`src/tts_pkg.sv`:
```
package tts_pkg;
  // bit counts and widths
  localparam int          BYTE_W      = 8;
  localparam int          CNT_W       = 4;
  localparam logic [3:0]  BITS_BYTE   = 4'h8;
  localparam logic [3:0]  BITS_LAST   = 4'h7;
  localparam logic [3:0]  CNT_ZERO    = 4'h0;
  localparam logic [3:0]  CNT_ONE     = 4'h1;
  // first byte of a 10-bit address: pattern then two upper bits
  localparam logic [4:0]  TEN_PATTERN = 5'h1e;
  localparam int          PAT_HI      = 7;
  localparam int          PAT_LO      = 3;
  localparam int          UPPER_HI    = 2;
  localparam int          UPPER_LO    = 1;
  localparam int          ADDR7_HI    = 7;
  localparam int          ADDR7_LO    = 1;
  localparam int          DIR_BIT     = 0;
  localparam int          MSB         = 7;
  // reset values
  localparam logic [7:0]  BYTE_RST    = 8'h00;
  localparam logic [7:0]  SHIFT_RST   = 8'hff;
  // address phase of the transfer
  typedef enum logic [1:0] {
    STG_HIGH = 2'b00,  // first address byte
    STG_LOW  = 2'b01,  // 10-bit low address byte
    STG_DATA = 2'b10   // data bytes
  } tts_stage_t;
  // target state machine
  typedef enum logic [2:0] {
    ST_IDLE  = 3'b000,  // ignore bus until start
    ST_RX    = 3'b001,  // clocking a byte in
    ST_AHOLD = 3'b010,  // address hold, waiting for software
    ST_ACK   = 3'b011,  // driving the ninth bit
    ST_TX    = 3'b100,  // shifting read data out
    ST_TACK  = 3'b101   // sampling controller acknowledge
  } tts_state_t;
endpackage : tts_pkg

```
`src/tts_target.sv`:
```
`timescale 1ns/1ps
module tts_target
  import tts_pkg::*;
(
  // clock and reset
  input  wire logic              clk_in,
  input  wire logic              rst_b_in,
  // bus pins
  input  wire logic              scl_in,
  input  wire logic              sda_in,
  output logic                   scl_out,
  output logic                   scl_oe_out,
  output logic                   sda_out,
  output logic                   sda_oe_out,
  // software side
  input  wire logic              buf_wr_in,
  input  wire logic [BYTE_W-1:0] buf_wr_data_in,
  input  wire logic              buf_rd_in,
  input  wire logic              addr_wr_in,
  input  wire logic [BYTE_W-1:0] addr_wr_data_in,
  input  wire logic              clock_release_set_in,
  input  wire logic              irq_clr_in,
  input  wire logic              collision_clr_in,
  // configuration
  input  wire logic              ten_bit_en_in,
  input  wire logic              address_hold_en_in,
  input  wire logic              stretch_enable_in,
  input  wire logic              start_irq_en_in,
  input  wire logic              target_collision_detect_en_in,
  input  wire logic              ack_value_select_in,
  // status
  output logic [BYTE_W-1:0]      data_buffer_out,
  output logic [BYTE_W-1:0]      own_address_out,
  output logic                   clock_release_out,
  output logic                   port_irq_flag_out,
  output logic                   bus_collision_flag_out,
  output logic                   ack_received_status_out,
  output logic                   ack_time_indicator_out,
  output logic                   read_dir_out,
  output logic                   data_not_addr_out,
  output logic                   buffer_full_out,
  output logic                   update_address_flag_out,
  output logic                   start_seen_out
);

  // pin synchronisers and edge history
  logic              scl_meta_reg, scl_s_reg, scl_d_reg;
  logic              sda_meta_reg, sda_s_reg, sda_d_reg;
  // control state
  tts_state_t        st_reg;       // main state
  tts_stage_t        stage_reg;    // address phase
  logic [CNT_W-1:0]  cnt_reg;      // bit counter
  logic [BYTE_W-1:0] rx_reg;       // receive shift
  logic [BYTE_W-1:0] tx_shift_reg; // transmit shift
  logic              ack_low_reg;  // drive ack low in ST_ACK
  logic              ten_ok_reg;   // full 10-bit match seen
  logic              scl_oe_reg, sda_oe_reg;

  // bus events
  wire scl_rise  = scl_s_reg & ~scl_d_reg;
  wire scl_fall  = ~scl_s_reg & scl_d_reg;
  wire start_det = scl_s_reg & scl_d_reg & ~sda_s_reg & sda_d_reg;
  wire stop_det  = scl_s_reg & scl_d_reg & sda_s_reg & ~sda_d_reg;
  wire byte_done = (st_reg == ST_RX) & scl_fall & (cnt_reg == BITS_BYTE);
  // address compare
  wire hi_ten  = (rx_reg[PAT_HI:PAT_LO] == TEN_PATTERN)
               & (rx_reg[UPPER_HI:UPPER_LO] == own_address_out[UPPER_HI:UPPER_LO])
               & (~rx_reg[DIR_BIT] | ten_ok_reg);
  wire hi_sev  = rx_reg[ADDR7_HI:ADDR7_LO] == own_address_out[ADDR7_HI:ADDR7_LO];
  wire match_hi = ten_bit_en_in ? hi_ten : hi_sev;
  wire match_lo = rx_reg == own_address_out;
  wire is_read  = rx_reg[DIR_BIT];
  wire collide  = (st_reg == ST_TX) & scl_rise & tx_shift_reg[MSB] & ~sda_s_reg;
  // clock hold request: release clear or update pending
  wire hold_req = ~clock_release_out | update_address_flag_out;
  wire upd_due  = ten_bit_en_in & ~data_not_addr_out & ~read_dir_out;
  wire scl_oe_next = hold_req & (scl_oe_reg | ~scl_s_reg);
  wire sda_oe_next = (st_reg == ST_AHOLD) ? ~ack_value_select_in :
                     (st_reg == ST_ACK)   ? ack_low_reg :
                     (st_reg == ST_TX)    ? ~tx_shift_reg[MSB] : 1'b0;

  // two-stage pin synchronisers plus history stage
  always_ff @(posedge clk_in or negedge rst_b_in) begin
    if (!rst_b_in) begin
      scl_meta_reg <= 1'b1;
      scl_s_reg    <= 1'b1;
      scl_d_reg    <= 1'b1;
      sda_meta_reg <= 1'b1;
      sda_s_reg    <= 1'b1;
      sda_d_reg    <= 1'b1;
    end else begin
      scl_meta_reg <= scl_in;
      scl_s_reg    <= scl_meta_reg;
      scl_d_reg    <= scl_s_reg;
      sda_meta_reg <= sda_in;
      sda_s_reg    <= sda_meta_reg;
      sda_d_reg    <= sda_s_reg;
    end
  end

  // pin drivers, low level only
  always_ff @(posedge clk_in or negedge rst_b_in) begin
    if (!rst_b_in) begin
      scl_oe_reg <= 1'b0;
      sda_oe_reg <= 1'b0;
      scl_out    <= 1'b0;
      sda_out    <= 1'b0;
    end else begin
      scl_oe_reg <= scl_oe_next;
      sda_oe_reg <= sda_oe_next;
      scl_out    <= 1'b0;
      sda_out    <= 1'b0;
    end
  end
  assign scl_oe_out = scl_oe_reg;
  assign sda_oe_out = sda_oe_reg;

  // main sequencer; software clears first so hardware sets win
  always_ff @(posedge clk_in or negedge rst_b_in) begin
    if (!rst_b_in) begin
      st_reg                  <= ST_IDLE;
      stage_reg               <= STG_HIGH;
      cnt_reg                 <= CNT_ZERO;
      rx_reg                  <= BYTE_RST;
      tx_shift_reg            <= SHIFT_RST;
      ack_low_reg             <= 1'b0;
      ten_ok_reg              <= 1'b0;
      data_buffer_out         <= BYTE_RST;
      own_address_out         <= BYTE_RST;
      clock_release_out       <= 1'b1;
      port_irq_flag_out       <= 1'b0;
      bus_collision_flag_out  <= 1'b0;
      ack_received_status_out <= 1'b0;
      ack_time_indicator_out  <= 1'b0;
      read_dir_out            <= 1'b0;
      data_not_addr_out       <= 1'b0;
      buffer_full_out         <= 1'b0;
      update_address_flag_out <= 1'b0;
      start_seen_out          <= 1'b0;
    end else begin
      // software side effects
      if (irq_clr_in)           port_irq_flag_out      <= 1'b0;
      if (collision_clr_in)     bus_collision_flag_out <= 1'b0;
      if (buf_rd_in)            buffer_full_out        <= 1'b0;
      if (clock_release_set_in) clock_release_out      <= 1'b1;
      if (addr_wr_in) begin
        own_address_out         <= addr_wr_data_in;
        update_address_flag_out <= 1'b0;
      end
      if (buf_wr_in) begin
        data_buffer_out <= buf_wr_data_in;
        tx_shift_reg    <= buf_wr_data_in;
        buffer_full_out <= 1'b1;
      end
      // bus sequencing
      case (st_reg)
        ST_IDLE: cnt_reg <= CNT_ZERO;
        ST_RX: begin
          // sample on rising edges
          if (scl_rise) begin
            rx_reg  <= {rx_reg[MSB-1:0], sda_s_reg};
            cnt_reg <= cnt_reg + CNT_ONE;
          end
          if (byte_done) begin
            ack_low_reg <= 1'b1;
            case (stage_reg)
              STG_HIGH: begin
                if (match_hi) begin
                  data_buffer_out   <= rx_reg;
                  buffer_full_out   <= 1'b1;
                  read_dir_out      <= is_read;
                  data_not_addr_out <= 1'b0;
                  stage_reg <= (ten_bit_en_in & ~is_read) ? STG_LOW : STG_DATA;
                  if (address_hold_en_in) begin
                    clock_release_out      <= 1'b0;
                    port_irq_flag_out      <= 1'b1;
                    ack_time_indicator_out <= 1'b1;
                    st_reg                 <= ST_AHOLD;
                  end else begin
                    st_reg <= ST_ACK;
                  end
                end else begin
                  st_reg <= ST_IDLE;
                end
              end
              STG_LOW: begin
                // mismatch still runs the ninth clock, unanswered
                ack_low_reg <= match_lo;
                st_reg      <= ST_ACK;
                if (match_lo) begin
                  data_buffer_out <= rx_reg;
                  buffer_full_out <= 1'b1;
                  ten_ok_reg      <= 1'b1;
                  stage_reg       <= STG_DATA;
                end
              end
              default: begin
                data_buffer_out   <= rx_reg;
                buffer_full_out   <= 1'b1;
                data_not_addr_out <= 1'b1;
                st_reg            <= ST_ACK;
              end
            endcase
          end
        end
        ST_AHOLD: begin
          // software picks the answer, then releases the clock
          if (clock_release_out) begin
            ack_low_reg <= ~ack_value_select_in;
            st_reg      <= ST_ACK;
          end
        end
        ST_ACK: begin
          // ninth falling edge ends the acknowledge
          if (scl_fall) begin
            ack_time_indicator_out <= 1'b0;
            cnt_reg                <= CNT_ZERO;
            if (upd_due) update_address_flag_out <= 1'b1;
            if (ack_low_reg | upd_due) port_irq_flag_out <= 1'b1;
            if (!ack_low_reg) begin
              st_reg <= ST_IDLE;
            end else begin
              if (read_dir_out) begin
                clock_release_out <= 1'b0;
                st_reg            <= ST_TX;
              end else begin
                if ((stage_reg == STG_DATA) & data_not_addr_out & stretch_enable_in)
                  clock_release_out <= 1'b0;
                st_reg <= ST_RX;
              end
            end
          end
        end
        ST_TX: begin
          // shift on falling edges only
          if (scl_fall) begin
            if (cnt_reg == BITS_LAST) begin
              st_reg <= ST_TACK;
            end else begin
              tx_shift_reg <= {tx_shift_reg[MSB-1:0], 1'b1};
              cnt_reg      <= cnt_reg + CNT_ONE;
            end
          end
          if (collide & target_collision_detect_en_in) begin
            bus_collision_flag_out <= 1'b1;
            st_reg                 <= ST_IDLE;
          end
        end
        ST_TACK: begin
          if (scl_rise) ack_received_status_out <= sda_s_reg;
          if (scl_fall) begin
            port_irq_flag_out <= 1'b1;
            cnt_reg           <= CNT_ZERO;
            if (ack_received_status_out) begin
              st_reg <= ST_IDLE;
            end else begin
              clock_release_out <= 1'b0;
              st_reg            <= ST_TX;
            end
          end
        end
        default: st_reg <= ST_IDLE;
      endcase
      // start and stop override everything
      if (start_det) begin
        start_seen_out <= 1'b1;
        if (start_irq_en_in) port_irq_flag_out <= 1'b1;
        st_reg                 <= ST_RX;
        stage_reg              <= STG_HIGH;
        cnt_reg                <= CNT_ZERO;
        ack_time_indicator_out <= 1'b0;
      end else if (stop_det) begin
        start_seen_out <= 1'b0;
        ten_ok_reg     <= 1'b0;
        st_reg         <= ST_IDLE;
      end
    end
  end
endmodule : tts_target

```
`config.mk`:
```
export PLATFORM = sky130hd
export DESIGN_NAME = tts_target
export DESIGN_NICKNAME = d
export VERILOG_FILES = /design/src/tts_pkg.sv /design/src/tts_target.sv
export SDC_FILE = /design/constraint.sdc
export NUM_CORES = 1
export LEC_CHECK = 0
export BUFFER_PORTS_ARGS = -buffer_cell sky130_fd_sc_hd__buf_2
export CORE_UTILIZATION = 25
export CTS_BUF_LIST = sky130_fd_sc_hd__clkbuf_8
export DETAILED_ROUTE_END_ITERATION = 16
export GPL_TIMING_DRIVEN = 0
export PLACE_DENSITY = 0.53
export SLEW_MARGIN = 10
export SYNTH_ARGS = -nofsm -noshare
export SYNTH_HDL_FRONTEND = slang
export SYNTH_SLANG_ARGS = --single-unit
```
`constraint.sdc`:
```
create_clock -name clk_in -period 2.5 [get_ports clk_in]
set_clock_uncertainty 0.1 [all_clocks]
set_input_delay 0 -clock clk_in [delete_from_list [all_inputs] [get_ports clk_in]]
set_output_delay 0 -clock clk_in [all_outputs]
set_load 0.05 [all_outputs]
```
== Word level (Yosys, flattened, before mapping) ==
Cells that the tools add are included.

* Register bits after elaboration: 61
* Bits of input ports: 32
* Output and inout port bits: 30
* Logic and storage cells: 218

* $add $sub $neg: 1
* Equality and inequality tests: 34
* Muxes and demuxes: 101
* Bitwise gates (word level): 36
* Reductions and logical operators: 19

{| class="wikitable"
|+ Operators by type and width
! operator !! number
|-
| 2-to-1 mux 8 bit || 9
|-
| 2-to-1 mux 1 bit || 57
|-
| 2-to-1 mux 3 bit || 14
|-
| inequality test 3 bit (second input constant) || 10
|-
| bitwise AND 1 bit || 21
|-
| 2-to-1 mux 4 bit || 5
|-
| one-hot mux 3 bit (6 select lines) || 1
|-
| inequality test 4 bit (second input constant) || 4
|-
| one-hot mux 4 bit (4 select lines) || 1
|-
| one-hot mux 8 bit (2 select lines) || 1
|-
| 2-to-1 mux 2 bit || 6
|-
| NOT 1 bit || 11
|-
| AND reduction 5 bit || 2
|-
| equality test 8 bit || 1
|-
| one-hot mux 1 bit (2 select lines) || 4
|-
| AND reduction 4 bit || 2
|-
| nonzero test 2 bit || 4
|-
| equality test 7 bit || 1
|-
| AND reduction 7 bit || 1
|-
| equality test 3 x 2 -> 1 bit (second input constant) || 2
|-
| equality test 3 bit (second input constant) || 2
|-
| inequality test 2 bit (second input constant) || 3
|-
| one-hot mux 1 bit (3 select lines) || 2
|-
| AND reduction 6 bit || 1
|-
| other kinds (21) || 26
|}

== Longest topological paths before layout ==
* Depth after elaboration: 10
* Depth in mapped cells: 7
* Gate-level depth less buffers: 7

== Worst setup path before layout ==
Ideal clock, no wire load.

* Kind: register -> register
* From: reg own_address_out[2]
* To: reg data_buffer_out[5]
* Setup time: 125 ps
* Arrival time: 2050 ps
* Required time: 2275 ps
* Path slack: 225 ps
* Cell stages (with the launch flop): 6
* Path buffers: 0
* Period minus slack after synthesis: 2275 ps
* Path through: dfrtp_1 xor2_1 nor2_1 nor4b_2 a221oi_4 mux2_4

* Word-level cells in the longest chain between the ends: 8
* Elaborated cells between the ends (all ways): 11
* Those cells by class: eq/ne (3); mux (6); bitwise (2)

{| class="wikitable"
|+ RTL lines
! element !! RTL line !! source
|-
| from (decl) || tts_target.sv:33 || <nowiki>output logic [BYTE_W-1:0] own_address_out,</nowiki>
|-
| from (signal assigned) || tts_target.sv:147 || <nowiki>own_address_out <= addr_wr_data_in;</nowiki>
|-
| equality test 2 bit || tts_target.sv:67 || <nowiki>& (rx_reg[UPPER_HI:UPPER_LO] == own_address_out[UPPER_HI:UPPER_LO])</nowiki>
|-
| bitwise AND 1 bit || tts_target.sv:67 ||
|-
| bitwise AND 1 bit || tts_target.sv:68 || <nowiki>& (~rx_reg[DIR_BIT] | ten_ok_reg);</nowiki>
|-
| 2-to-1 mux 1 bit || tts_target.sv:70 || <nowiki>wire match_hi = ten_bit_en_in ? hi_ten : hi_sev;</nowiki>
|-
| 2-to-1 mux 8 bit || tts_target.sv:168 || <nowiki>if (match_hi) begin</nowiki>
|-
| one-hot mux 8 bit (2 select lines) (*) || tts_target.sv:166 || <nowiki>case (stage_reg)</nowiki>
|-
| 2-to-1 mux 8 bit (*) || tts_target.sv:164 || <nowiki>if (byte_done) begin</nowiki>
|-
| 2-to-1 mux 8 bit (*) || tts_target.sv:156 || <nowiki>case (st_reg)</nowiki>
|-
| to (signal assigned) || tts_target.sv:151 || <nowiki>data_buffer_out <= buf_wr_data_in;</nowiki>
|-
| to (signal assigned) || tts_target.sv:169 || <nowiki>data_buffer_out <= rx_reg;</nowiki>
|-
| to (signal assigned) || tts_target.sv:191 || <nowiki>data_buffer_out <= rx_reg;</nowiki>
|-
| to (decl) || tts_target.sv:32 || <nowiki>output logic [BYTE_W-1:0] data_buffer_out,</nowiki>
|}

Mark *: on every way between the ends. The rest lies on a longest branch, timed or not.
A chain may end at the register's enable or synchronous reset.

== Worst setup path in the final report ==
* From: reg st_reg[2]
* To: reg data_buffer_out[6]

* Word-level cells in the longest chain between the ends: 5

{| class="wikitable"
|+ RTL lines
! element !! RTL line !! source
|-
| from (decl) || tts_target.sv:50 || <nowiki>tts_state_t st_reg;</nowiki>
|-
| from (signal assigned) || tts_target.sv:121 || <nowiki>st_reg <= ST_IDLE;</nowiki>
|-
| from (signal assigned) || tts_target.sv:178 || <nowiki>st_reg <= ST_AHOLD;</nowiki>
|-
| from (signal assigned) || tts_target.sv:180 || <nowiki>st_reg <= ST_ACK;</nowiki>
|-
| equality test 3 x 1 -> 1 bit (*) || tts_target.sv:64, tts_target.sv:156 ||
|-
| bitwise AND 1 bit (2 in series) || tts_target.sv:64 || <nowiki>wire byte_done = (st_reg == ST_RX) & scl_fall & (cnt_reg == BITS_BYTE);</nowiki>
|-
| 2-to-1 mux 8 bit || tts_target.sv:164 ||
|-
| 2-to-1 mux 8 bit (*) || tts_target.sv:156 ||
|}

Marks and branches as above.

==> metrics <==
CP arrival=2550 ps; Skew-Pair Late Insertion Delay=350 ps; Final GP Congestion=0.882; PnR worst setup slack=91.2 ps; Max IR drop VDD=247 uV; final core occ=34.5%; fmax=0.415 GHz; via count=2655; CP Data Required Time=2640 ps; Power Dens Cells=770 mW/mm2; sequential-to-total area share from yosys stat=49.0%; startpoint class of the critical path=register; Max-Cap Viols=0; setup violators final=0; final wirelength=8400 um; Die X=114 um; critical setup path kind=register to register; number of distinct library cells after synthesis=55; Top delay family on crit path=simple AND/OR/NAND/NOR gates; Place WS=73.7 ps; Mapped Area=0.00315 mm2; Static Leakage=0.00185 uW; Tot Pwr=3230 uW; Hold Vio Cnt, Final=0; Avg Inst Size Synth=10.8 um2; Worst path slowest cell=dfrtp_1; top cells by count, synth=dfrtp_1, mux2_2, nand2_1; Tmin final=2410 ps; non-filler cells in the finished layout=563; reg-to-reg slack, setup=90 ps; # nets final=424; vias in the first global route=2625; per-cell routed wire length=14.9 um; post-route ant nets=0; RSZ-0062 raised after global routing=no; status=complete, no violations; Yosys top cell by area=dfrtp_1; Num CTS Buffers=9; Port Buffer Count=57; CP Max Fanout=8; drt pass-1 iters=5; Mapped Cells=291; io pins=62; initial antenna violation count=0; ys async rst share=100%; number of synthesized register bits=61; core area=0.0122 mm2; row count=40; gr usage total=13.9%; CTS tree=yes; dpl cells=517; Synth Warn #=0; Remaining DRCs=0; setup TNS=0 ps; clock slew at reported path FFs=70 ps; slew margin rel.=47.6%; worst hold path class=primary input to register; H-tree levels=3; total congestion overflow=0; pin count of the biggest net entering global routing=62; Slew Limit Fails=0; vias per std cell=4.72; Post-synth EDFFs=0; Root Buffer=clkbuf_8; clock tree buffer depth=2; first-pass GRT wire length=13900 um; DRT iter0 DRCs=127; cell with the most instances after synthesis=dfrtp_1; diode count=0; starting density of the core=25.9%; fin crit share=96.4%; die height=114 um; post-DP HPWL=5850 um; Least-Margin Pin Slew=786 ps; slowest stage delay, CP=470 ps; Die ar.=0.0131 mm2; area grow syn2layout=32.9%; share of cells above drive strength 1=32.7%; WP buf/inv=1; synth top area cells=dfrtp_1, dfstp_2, mux2_2, mux2i_1, a21oi_1; Most used DFF post-synth=dfrtp_1; Synth top area share=36.5%; CP cell instances=or3b_4 -> nor4_4 -> and3b_4 -> a221oi_4 -> buf_12 -> mux2_4; clock sink count=61; CP Capture Type=register
-- cells by family (layout without fill, tap and decap cells) --
group                      after synthesis  count (layout)  share of synthesized area [%]
and+or+nand+nor                         88              88                           16.0
buffers and inverters                   27             130                           3.57
muxes                                   40              40                           14.1
adders and majority gates                2               2                          0.794
AOI/OAI and AO/OA                       63              63                           13.9
DFF                                     61              61                           49.0
xor gates and xnor gates                 9               9                           2.50
other                                    1               2                          0.119
-- where the power goes --
group          internal (uW)  total, uW  leakage (uW)  switching (uW)
sequential              1150       1320      0.000740             161
clock                    537        936      0.000110             399
combinational            381        975      0.000999             593
total                   2070       3230       0.00185            1150
-- area by class of cell --
class	count	area, um2
tap	168	210
sequential	61	1550
clock buffer	12	165
buffer	13	60.1
multi-input combinational	204	1520
inverter	14	52.6
clock inverter	4	46.3
timing repair buffer	87	596
fill	1248	7970
-- metal layers --
layer,up-vias,track usage [%],share of wire [%]
li1,1256,-,-
met1,1306,18.1,47
met2,71,21.8,46
met3,22,3.34,4.2
met4,0,6.32,2.5
met5,-,0,0
-- worst reg2reg max path, stage by stage (launching register included) --
cell and delay (ps):
dfrtp_1 470, or3b_4 460, nor4_4 430, and3b_4 310
a221oi_4 80, buf_12 170, mux2_4 280
-- path summary, 6_finish.rpt --
| check | endpoint | start | cells after the start |
|---|---|---|---|
| min reg2reg | sda_s_reg$_DFF_PN1_ | sda_meta_reg$_DFF_PN1_ | 0 |
| min in group asynchronous | data_buffer_out[5]$_DFF_PN0_ | rst_b_in | 2 |
| max | data_buffer_out[6]$_DFF_PN0_ | st_reg[2]$_DFFE_PN0P_ | 6 |
| min | update_address_flag_out$_DFF_PN0_ | addr_wr_in | 2 |
| max in group asynchronous | cnt_reg[0]$_DFFE_PN0P_ | rst_b_in | 2 |
| max reg2reg | data_buffer_out[6]$_DFF_PN0_ | st_reg[2]$_DFFE_PN0P_ | 6 |
-- cell usage in the layout, fill, tap and decap left out, types with 4 or more instances in the layout --
cell type / instances
nor3_1: 4
xor2_1: 4
o21ai_0: 13
dfrtp_1: 46
a31oi_1: 4
nand2_1: 19
buf_4: 5
nand2b_1: 8
buf_2: 56
clkbuf_8: 12
nor2_1: 17
xnor2_1: 5
nand4_1: 8
inv_1: 15
mux2i_1: 10
a21oi_1: 15
dlygate4sd3_1: 28
nor2b_1: 6
o211ai_1: 4
nand3_1: 7
clkbuf_1: 9
dfstp_2: 15
mux2_2: 28
-- timing repair --
action / 4_1_cts / 5_1_grt
hold buffers: 28 / 0
buffers inserted: 0 / 2
endpoints found under the hold margin: 81 / 0
resized for setup: 0 / 2
endpoints found under the setup margin: 0 / 7
-- metrics by stage --
stage | hold WS, ps | area [um2]
3_5_place_dp | 6.49 | 3650
6_report | 57.2 | 4190
2_1_floorplan | -396 | 3160
5_1_grt | 134 | 4190
3_3_place_gp | 7.58 | 3650
4_1_cts | 66.5 | 4150
No activity file was read; power rests on OpenSTA's default activity.
